File: config.mk
export PLATFORM = sky130hd
export DESIGN_NAME = spp_pwm
export DESIGN_NICKNAME = d
export VERILOG_FILES = /design/src/spp_pkg.sv /design/src/spp_pwm.sv
export SDC_FILE = /design/constraint.sdc
export NUM_CORES = 1
export LEC_CHECK = 0
export BUFFER_PORTS_ARGS = -buffer_cell sky130_fd_sc_hd__buf_2
export CAP_MARGIN = 10
export CORE_ASPECT_RATIO = 1.2
export CORE_MARGIN = 2
export CORE_UTILIZATION = 44
export CTS_BUF_LIST = sky130_fd_sc_hd__clkbuf_2
export CTS_CLUSTER_DIAMETER = 200
export DETAILED_ROUTE_END_ITERATION = 12
export GPL_TIMING_DRIVEN = 0
export PLACE_DENSITY = 0.72
export SYNTH_ARGS = -nofsm -noshare
export SYNTH_HDL_FRONTEND = slang
export SYNTH_SLANG_ARGS = --single-unit
File: constraint.sdc
create_clock -name clk -period 2.55 [get_ports clk]
set_clock_uncertainty 0.05 [all_clocks]
set_input_delay 0.765 -clock clk [delete_from_list [all_inputs] [get_ports clk]]
set_output_delay 0.765 -clock clk [all_outputs]
set_load 0.1 [all_outputs]
File: src/spp_pkg.sv
// Constants for the 6+2 pulse width modulator on the shared port D pin.
// Assumes a single 40 MHz system clock drives the whole block.
package spp_pkg;
  localparam int SPP_DUTY_W = 8;
  localparam int SPP_PERIOD_CLKS = 256;
  localparam int SPP_SUB_CLKS = 64;
  localparam logic [7:0] SPP_DUTY_RST = 8'h00;
  localparam logic [7:0] SPP_CNT_RST = 8'h00;
  localparam logic [7:0] SPP_CNT_LAST = 8'hFF;
  localparam int SPP_COARSE_LSB = 2;
  localparam int SPP_FINE_LSB = 0;
  localparam int SPP_SUB_LSB = 6;
endpackage

File: src/spp_pwm.sv
// Single channel 6+2 pulse width modulator with its port D bit 0 pin logic.
// Assumes the processor writes the duty register by a one-cycle strobe and
// that port D data, direction and the build option come from the same clock.
// Summary of operation
// - Full modulation period is 256 clocks, counted by an 8-bit counter.
// - Period splits into four 64-clock sub-cycles numbered 0 to 3.
// - Duty upper six bits are coarse count, lower two bits fine count.
// - Sub-cycles below fine count stay high coarse plus one clocks.
// - Counter advances on every system clock, no prescaler.
// - Sub-cycle spreading is done in hardware from one duty value.
// - Option on, pin output, data bit one routes waveform to pin.
// - Data bit zero drives the pin low; the raw waveform keeps running.
// - Option on with direction bit one leaves pin an ordinary input.
`timescale 1ns/1ps
`default_nettype none
module spp_pwm
  import spp_pkg::*;
(
  input wire logic clk, // System clock, 40 MHz.
  input wire logic srst, // Synchronous reset, active high.
  input wire logic duty_value_we, // Write strobe for the duty register.
  input wire logic [7:0] duty_value_wdata, // Duty value being written.
  output logic [7:0] duty_value_rdata, // Duty register read back.
  input wire logic pwm_option_sel, // Build option selecting modulator use.
  input wire logic port_d_data_bit0, // Port D data bit 0, on/off control.
  input wire logic port_d_direction_bit0, // Port D direction bit 0, 1 = in.
  input wire logic shared_port_d_pin_zero_in, // Pin level, asynchronous.
  output logic shared_port_d_pin_zero_out, // Level driven onto the pin.
  output logic shared_port_d_pin_zero_oe_n, // Low while the pin is driven.
  output logic shared_port_d_pin_zero_pullup, // Pull-high enable in input.
  output logic pin_sync_in, // Synchronised pin level for the port.
  output logic duty_output_channel_zero // Raw modulator waveform.
);

  typedef struct packed {
    logic [7:0] duty;
    logic [7:0] active;
    logic [7:0] cnt;
    logic wave;
    logic [1:0] sync;
  } spp_state_t;

  spp_state_t s_q;
  spp_state_t s_d;
  logic [5:0] coarse_duty_field;
  logic [1:0] fine_duty_field;
  logic [1:0] sub_idx;
  logic [5:0] sub_pos;
  logic [6:0] high_len;
  logic pin_drive;

  function automatic logic [6:0] spp_high_len(input logic [7:0] v,
                                              input logic [1:0] idx);
    spp_high_len = {1'b0, v[7:SPP_COARSE_LSB]} +
                   7'((idx < v[SPP_COARSE_LSB-1:SPP_FINE_LSB]) ? 1 : 0);
  endfunction

  assign coarse_duty_field = s_q.active[7:SPP_COARSE_LSB];
  assign fine_duty_field = s_q.active[SPP_COARSE_LSB-1:SPP_FINE_LSB];
  assign sub_idx = s_q.cnt[7:SPP_SUB_LSB];
  assign sub_pos = s_q.cnt[SPP_SUB_LSB-1:0];
  assign high_len = spp_high_len(s_q.active, sub_idx);

  always_comb begin
    s_d = s_q;
    s_d.cnt = 8'(s_q.cnt + 8'h01);
    s_d.wave = ({1'b0, sub_pos} < high_len);
    if (duty_value_we) begin
      s_d.duty = duty_value_wdata;
    end
    // The active copy reloads only at the period wrap so no period is torn.
    if (s_q.cnt == SPP_CNT_LAST) begin
      s_d.active = duty_value_we ? duty_value_wdata : s_q.duty;
    end
    s_d.sync = {s_q.sync[0], shared_port_d_pin_zero_in};
    if (srst) begin
      s_d.duty = SPP_DUTY_RST;
      s_d.active = SPP_DUTY_RST;
      s_d.cnt = SPP_CNT_RST;
      s_d.wave = 1'b0;
      s_d.sync = 2'b00;
    end
  end

  always_ff @(posedge clk) begin
    s_q <= s_d;
  end

  assign pin_drive = pwm_option_sel & ~port_d_direction_bit0;
  assign duty_value_rdata = s_q.duty;
  assign duty_output_channel_zero = s_q.wave;
  assign shared_port_d_pin_zero_oe_n = ~pin_drive;
  assign shared_port_d_pin_zero_out =
    pin_drive & port_d_data_bit0 & s_q.wave;
  assign shared_port_d_pin_zero_pullup = ~pin_drive;
  assign pin_sync_in = s_q.sync[1];

  property p_period_wrap;
    @(posedge clk) disable iff (srst)
      (s_q.cnt == SPP_CNT_LAST) |=> (s_q.cnt == SPP_CNT_RST);
  endproperty
  a_period_wrap: assert property (p_period_wrap)
    else $error("Period counter did not wrap after 255.");

  property p_sub_start;
    @(posedge clk) disable iff (srst)
      (sub_pos == 6'h3F) |=> (sub_pos == 6'h00)
        && (sub_idx == $past(sub_idx) + 2'h1);
  endproperty
  a_sub_start: assert property (p_sub_start)
    else $error("Sub-cycle did not advance after 64 clocks.");

  property p_extra_clock;
    @(posedge clk) disable iff (srst)
      (sub_idx < fine_duty_field) && (sub_pos == coarse_duty_field)
      && (s_q.cnt != SPP_CNT_LAST) |=> s_q.wave;
  endproperty
  a_extra_clock: assert property (p_extra_clock)
    else $error("Extra high clock missing in early sub-cycle.");

  property p_plain_low;
    @(posedge clk) disable iff (srst)
      (sub_idx >= fine_duty_field) && (sub_pos == coarse_duty_field)
      && (s_q.cnt != SPP_CNT_LAST) |=> !s_q.wave;
  endproperty
  a_plain_low: assert property (p_plain_low)
    else $error("Output high past coarse count in late sub-cycle.");

  property p_hold_active;
    @(posedge clk) disable iff (srst)
      (s_q.cnt != SPP_CNT_LAST) |=> $stable(s_q.active);
  endproperty
  a_hold_active: assert property (p_hold_active)
    else $error("Active duty changed inside a period.");

  property p_load_active;
    @(posedge clk) disable iff (srst)
      (s_q.cnt == SPP_CNT_LAST) |=> (s_q.active == $past(s_d.duty));
  endproperty
  a_load_active: assert property (p_load_active)
    else $error("Duty not loaded at period start.");

  property p_off_low;
    @(posedge clk) disable iff (srst)
      !port_d_data_bit0 |-> !shared_port_d_pin_zero_out;
  endproperty
  a_off_low: assert property (p_off_low)
    else $error("Pin not low while data bit 0 is clear.");

  property p_route;
    @(posedge clk) disable iff (srst)
      pwm_option_sel && !port_d_direction_bit0 && port_d_data_bit0 |->
        (shared_port_d_pin_zero_out == s_q.wave)
        && !shared_port_d_pin_zero_oe_n;
  endproperty
  a_route: assert property (p_route)
    else $error("Waveform not routed to the pin.");

  property p_input_mode;
    @(posedge clk) disable iff (srst)
      port_d_direction_bit0 |-> shared_port_d_pin_zero_oe_n
        && shared_port_d_pin_zero_pullup;
  endproperty
  a_input_mode: assert property (p_input_mode)
    else $error("Pin driven while direction bit 0 is set.");

  // Reset must leave the counter, waveform and duty register at rest.
  property p_reset_state;
    @(posedge clk)
      srst |=> (s_q.cnt == SPP_CNT_RST) && !s_q.wave
        && (duty_value_rdata == SPP_DUTY_RST);
  endproperty
  a_reset_state: assert property (p_reset_state)
    else $error("State not cleared by reset.");

  property p_count_step;
    @(posedge clk) disable iff (srst)
      (s_q.cnt != SPP_CNT_LAST) |=> (s_q.cnt == 8'($past(s_q.cnt) + 8'h01));
  endproperty
  a_count_step: assert property (p_count_step)
    else $error("Period counter skipped or stalled.");

  property p_duty_write;
    @(posedge clk) disable iff (srst)
      duty_value_we |=> (duty_value_rdata == $past(duty_value_wdata));
  endproperty
  a_duty_write: assert property (p_duty_write)
    else $error("Duty register did not take the written value.");

  // Any nonzero coarse count starts each sub-cycle high.
  property p_start_high;
    @(posedge clk) disable iff (srst)
      (sub_pos == 6'h00) && (coarse_duty_field != 6'h00) |=> s_q.wave;
  endproperty
  a_start_high: assert property (p_start_high)
    else $error("Sub-cycle did not start high.");

  property p_pull_off;
    @(posedge clk) disable iff (srst)
      !shared_port_d_pin_zero_oe_n |-> !shared_port_d_pin_zero_pullup;
  endproperty
  a_pull_off: assert property (p_pull_off)
    else $error("Pull-high enabled while the pin is driven.");

  // The pin level reaches the port two clocks later, never sooner.
  property p_pin_sync;
    @(posedge clk) disable iff (srst)
      !$past(srst) && !$past(srst, 2) |->
        (pin_sync_in == $past(shared_port_d_pin_zero_in, 2));
  endproperty
  a_pin_sync: assert property (p_pin_sync)
    else $error("Pin level not seen two clocks later.");

  c_fine_three: cover property (@(posedge clk) disable iff (srst)
    (fine_duty_field == 2'h3) && s_q.wave);
  c_reload: cover property (@(posedge clk) disable iff (srst)
    (s_q.cnt == SPP_CNT_LAST) && (s_q.duty != s_q.active));
  c_pin_high: cover property (@(posedge clk) disable iff (srst)
    shared_port_d_pin_zero_out);
  c_wave_off: cover property (@(posedge clk) disable iff (srst)
    !port_d_data_bit0 && s_q.wave);

endmodule
`default_nettype wire

# Word-level counts from Yosys, hierarchy flattened
# Index checks and enable logic that the tools add are counted.
[word_totals] reg_bits=27 out_inout_bits=13 wordCells=17
[classes] add_sub_neg=2 magnitude_cmp=2 eq_ne=1 mux=2 bitwise_logic=5
[op_table] operator="$add A8 B1 Y8 const B" n=1
[op_table] operator="$eq A8 B8 Y1 const B" n=1
[op_table] operator="$mux W8" n=1
[op_table] operator="$add A6 B1 Y7" n=1
[op_table] operator="$lt A6 B7 Y1" n=1
[op_table] operator="$and A1 B1 Y1" n=3
[op_table] operator="$lt A2 B2 Y1" n=1
[op_table] operator="$not A1 Y1" n=2
[op_table] operator="$mux W1" n=1

# Depth between registers and ports, before layout
[logic_depth] word_depth=4 mapped_depth=11 ltp_nobuf=11

# Worst setup path before layout
# No wires, ideal clock.
[synth_timing] path_kind="input port to output port" from="input port_d_direction_bit0" to="output shared_port_d_pin_zero_out" arrival_time_ns=2.942 t_required_ns=1.735 path_slack_ns=-1.207 stages=2 cell_sequence="nand2b_1 nor2_1"
[synth_via] elab_chain_cells=4
[synth_rtl] element="start, declared" line="spp_pwm.sv:26" rtl="input wire logic port_d_direction_bit0,"
[synth_rtl] element="$not A1 Y1" line="spp_pwm.sv:89" rtl="assign pin_drive = pwm_option_sel & ~port_d_direction_bit0;"
[synth_rtl] element="$and A1 B1 Y1" line="spp_pwm.sv:89"
[synth_rtl] element="$and A1 B1 Y1 (2 in series)" line="spp_pwm.sv:94" rtl="pin_drive & port_d_data_bit0 & s_q.wave;"
[synth_rtl] element="end, declared" line="spp_pwm.sv:28" rtl="output logic shared_port_d_pin_zero_out,"
# Every way passes these cells.

# Worst setup path after layout
[layout_timing] from="register s_q[10] (netlist bit)" to="register s_q (netlist bit duty_output_channel_zero)"
[layout_via] elab_chain_cells=4
[layout_rtl] element="start, declared" line="spp_pwm.sv:43" rtl="spp_state_t s_q;"
[layout_rtl] element="start signal, assigned" line="spp_pwm.sv:86" rtl="s_q <= s_d;"
[layout_rtl] element="$lt A2 B2 Y1" line="spp_pwm.sv:55" rtl="7'((idx < v[SPP_COARSE_LSB-1:SPP_FINE_LSB]) ? 1 : 0);"
[layout_rtl] element="$mux W1" line="spp_pwm.sv:55"
[layout_rtl] element="$add A6 B1 Y7" line="spp_pwm.sv:54" rtl="spp_high_len = {1'b0, v[7:SPP_COARSE_LSB]} +"
[layout_rtl] element="$lt A6 B7 Y1" line="spp_pwm.sv:67" rtl="s_d.wave = ({1'b0, sub_pos} < high_len);"
# Every way passes these cells.
# A chain may end at the register's enable or synchronous reset.

==> flow_summary.toml <==
[run_status]
outcome = "completed"

[worst_hold_path]
whs_path_depth = 1
hold_path_class = "reg -> reg"
hp-start = "s_q[0]"
hold_end = "pin_sync_in"

[critical_path]
crit_start = "s_q[10]"
required_ns = 2.80
path_depth = 9
cp_top_family = "adder cells"
worstSetupStartpointType = "flop"
crit_top_cell = "ha_1"
critical_path_class = "reg -> reg"
endpoint_kind = "flop"
worstPathArrival_ns = 2.62
worstPathCellList = "ha_1 -> a21oi_2 -> ha_1 -> ha_2 -> nand3_1 -> xor2_1 -> ha_1 -> a2111o_1 -> o22ai_1"
rr_startpoint = "s_q[10]"
worstPathMaxFanout = 3
r2r-end = "duty_output_channel_zero"
slowest_stage = "dfxtp_1"
reg2reg_depth = 9
crit_path_max_incr_delay_ns = 0.40
crit_buf_inv = 0
rrSetupSlack_ns = 0.18

[sta]
max_freq_mhz = 423
setup_slack_ns = 0.185
fin_crit_sh_pct = 92.7
tightest_slew_ns = 0.491
period_needed_ns = 2.37
hold_viol_final = 0
setup_tns_ns = 0
rsz0062_at_grt = "false"
relSlewSlack_pct = 67.5
setup_viol = 0
slew_viol_final = 0

[cts]
clk_pin_slew_ns = 0.24
cts_setup_buffers = 0
clock_sinks = 27
numCtsBuffers = 3
hold_buffers = 0
cts.repair.resized = 0
worstSkewPairLatency_ns = 0.36
clockRootBuffer = "clkbuf_2"
cts.htree.levels = 1
clockBufferDepth = 2
cts_tree = "done"

[synthesis]
async_flop_share_pct = 0
synth_fp_nets = 158
ys_seq_elements = 27
synthCells = 133
yosys_warnings = 0
netlist_area_sq_um = 1340
synth.distinct_cells = 27
synth_edf_count = 0
synth-main-ff-cell = "dfxtp_1"
synth.avg_cell_area_sq_um = 10.1
ys_seq_area_share_pct = 40.2

[global_route]
grt_pass1_wl_mm = 3.77
antenna_found_initial = 0
groute.usage.overall_pct = 14.6
grt_max_degree = 15
grt_pass1_vias = 900
grt.overflow.total = 0

[die]
rows = 21
core_sq_um = 2860
die-area_sq_um = 3510
die_h_microns = 64.5
num_io_pins = 28
start_util_pct = 46.9
dieWidth_microns = 54.5

[power]
clkPwrFrac_pct = 21.5
p_int_mw = 0.523
pwr-share-seq_pct = 57.7
vdd_drop_max_v = 0.000269
netSwitchingPower_mw = 0.250
leakagePower_nw = 0.717
switching_share_pct = 32.4
combPwrFrac_pct = 20.8
powerDensity_nw_per_um2 = 498

[placed_design]
dp.cells = 192
port_buffers = 25
place.gp.congestion = 0.851
place.detailed.hpwl_mm = 1.76
preCtsSetupSlack_ns = 0.192

[detailed_routing]
vias = 933
drc = 0
via_per_inst = 4.76
first_pass_iters = 4
drt_iter0_drc = 8
drtAntennaViolNets = 0
routed_wl_mm = 2.23
wire_per_inst_microns = 11.4

[finish]
fin_cells = 196
num-nets-final = 188
insertedDiodeCount = 0
drive_gt1_share_pct = 35.8
area_growth_pct = 15.6

[flow_run]
maxCapViolations = 0
registers in the layout, summed over array words and instances (netlist names):
name / flops
s_q: 9
coarse_duty_field: 6
duty_output_channel_zero: 1
pin_sync_in: 1
fine_duty_field: 2
duty_value_rdata: 8
synthesized netlist by cell type, types with 2 or more instances:
library cell / instances / area, sq um
xnor2_1: 4 / 35.0
ha_1: 10 / 125
xor2_1: 5 / 43.8
nor2_1: 17 / 63.8
buf_2: 3 / 15.0
mux2_4: 8 / 120
nand2b_1: 2 / 12.5
buf_4: 9 / 67.6
a21oi_1: 4 / 20.0
nand3_1: 6 / 30.0
nor2b_1: 10 / 62.6
dfxtp_1: 27 / 541
nand2_1: 5 / 18.8
mux2i_1: 8 / 80.1
inv_1: 3 / 11.3
power groups by stage:
stage / Combinational, mW / Clock, mW / Sequential [mW]
after global routing: 0.172 / 0.188 / 0.448
after detailed placement: 0.162 / 0 / 0.454
after global placement: 0.159 / 0 / 0.453
after floorplan: 0.119 / 0 / 0.468
after CTS: 0.163 / 0.170 / 0.446
final: 0.161 / 0.166 / 0.446
metal layers:
metal / up-vias / track usage [%] / wire [microns]
li1: 491 / - / -
met1: 420 / 16.0 / 966
met2: 18 / 25.9 / 1140
met3: 4 / 2.76 / 81
met4: 0 / 6.56 / 36
met5: - / 0 / 0
logic make-up (layout without fill, tap and decap cells):
| kind of cell | count (synthesis) | in the layout | share of synthesized area, % |
|---|---|---|---|
| AOI/OAI and AO/OA | 8 | 8 | 3.63 |
| and+or+nand+nor | 46 | 46 | 17.3 |
| buffers and inverters | 17 | 46 | 8.75 |
| DFF | 27 | 27 | 40.2 |
| xor gates and xnor gates | 9 | 9 | 5.87 |
| muxes | 16 | 16 | 14.9 |
| adders and majority gates | 10 | 10 | 9.31 |
how the worst max path moves through the flow:
stage                                      end  slack, ns
global placement      duty_output_channel_zero       0.19
CTS                   duty_output_channel_zero       0.11
finish                duty_output_channel_zero       0.18
global route          duty_output_channel_zero       0.01
floorplan           shared_port_d_pin_zero_out       0.06
detailed placement    duty_output_channel_zero       0.19
cell usage in the layout, fill, tap and decap left out, drive strengths merged, types with 2 or more instances in the layout:
master / count
mux2: 8
nor2: 18
nand2b: 2
ha: 10
and3: 2
nor2b: 10
clkbuf: 4
buf: 39
a21oi: 4
inv: 3
mux2i: 8
dfxtp: 27
xnor2: 4
xor2: 5
nand3: 7
nand2: 5
stage by stage:
stage                     hold WS [ns]  power, mW  utilization, %  cell area (sq um)
final                            0.412      0.773            54.3               1550
after global routing             0.438      0.808            54.3               1550
after CTS                        0.413      0.779            54.0               1550
after detailed placement         0.374      0.617            53.3               1530
after global placement           0.372      0.613            53.3               1530
after floorplan                  0.364      0.588               -               1360
final cells by class:
cell class	count	area, sq um
repair buffers	25	125
clock buffers	4	20.0
fillers	268	1310
plain buffers	14	106
multi-input cells	89	707
well taps	34	42.5
inverters	3	11.3
flip-flops and latches	27	542
Power figures use the tool's default switching activity.
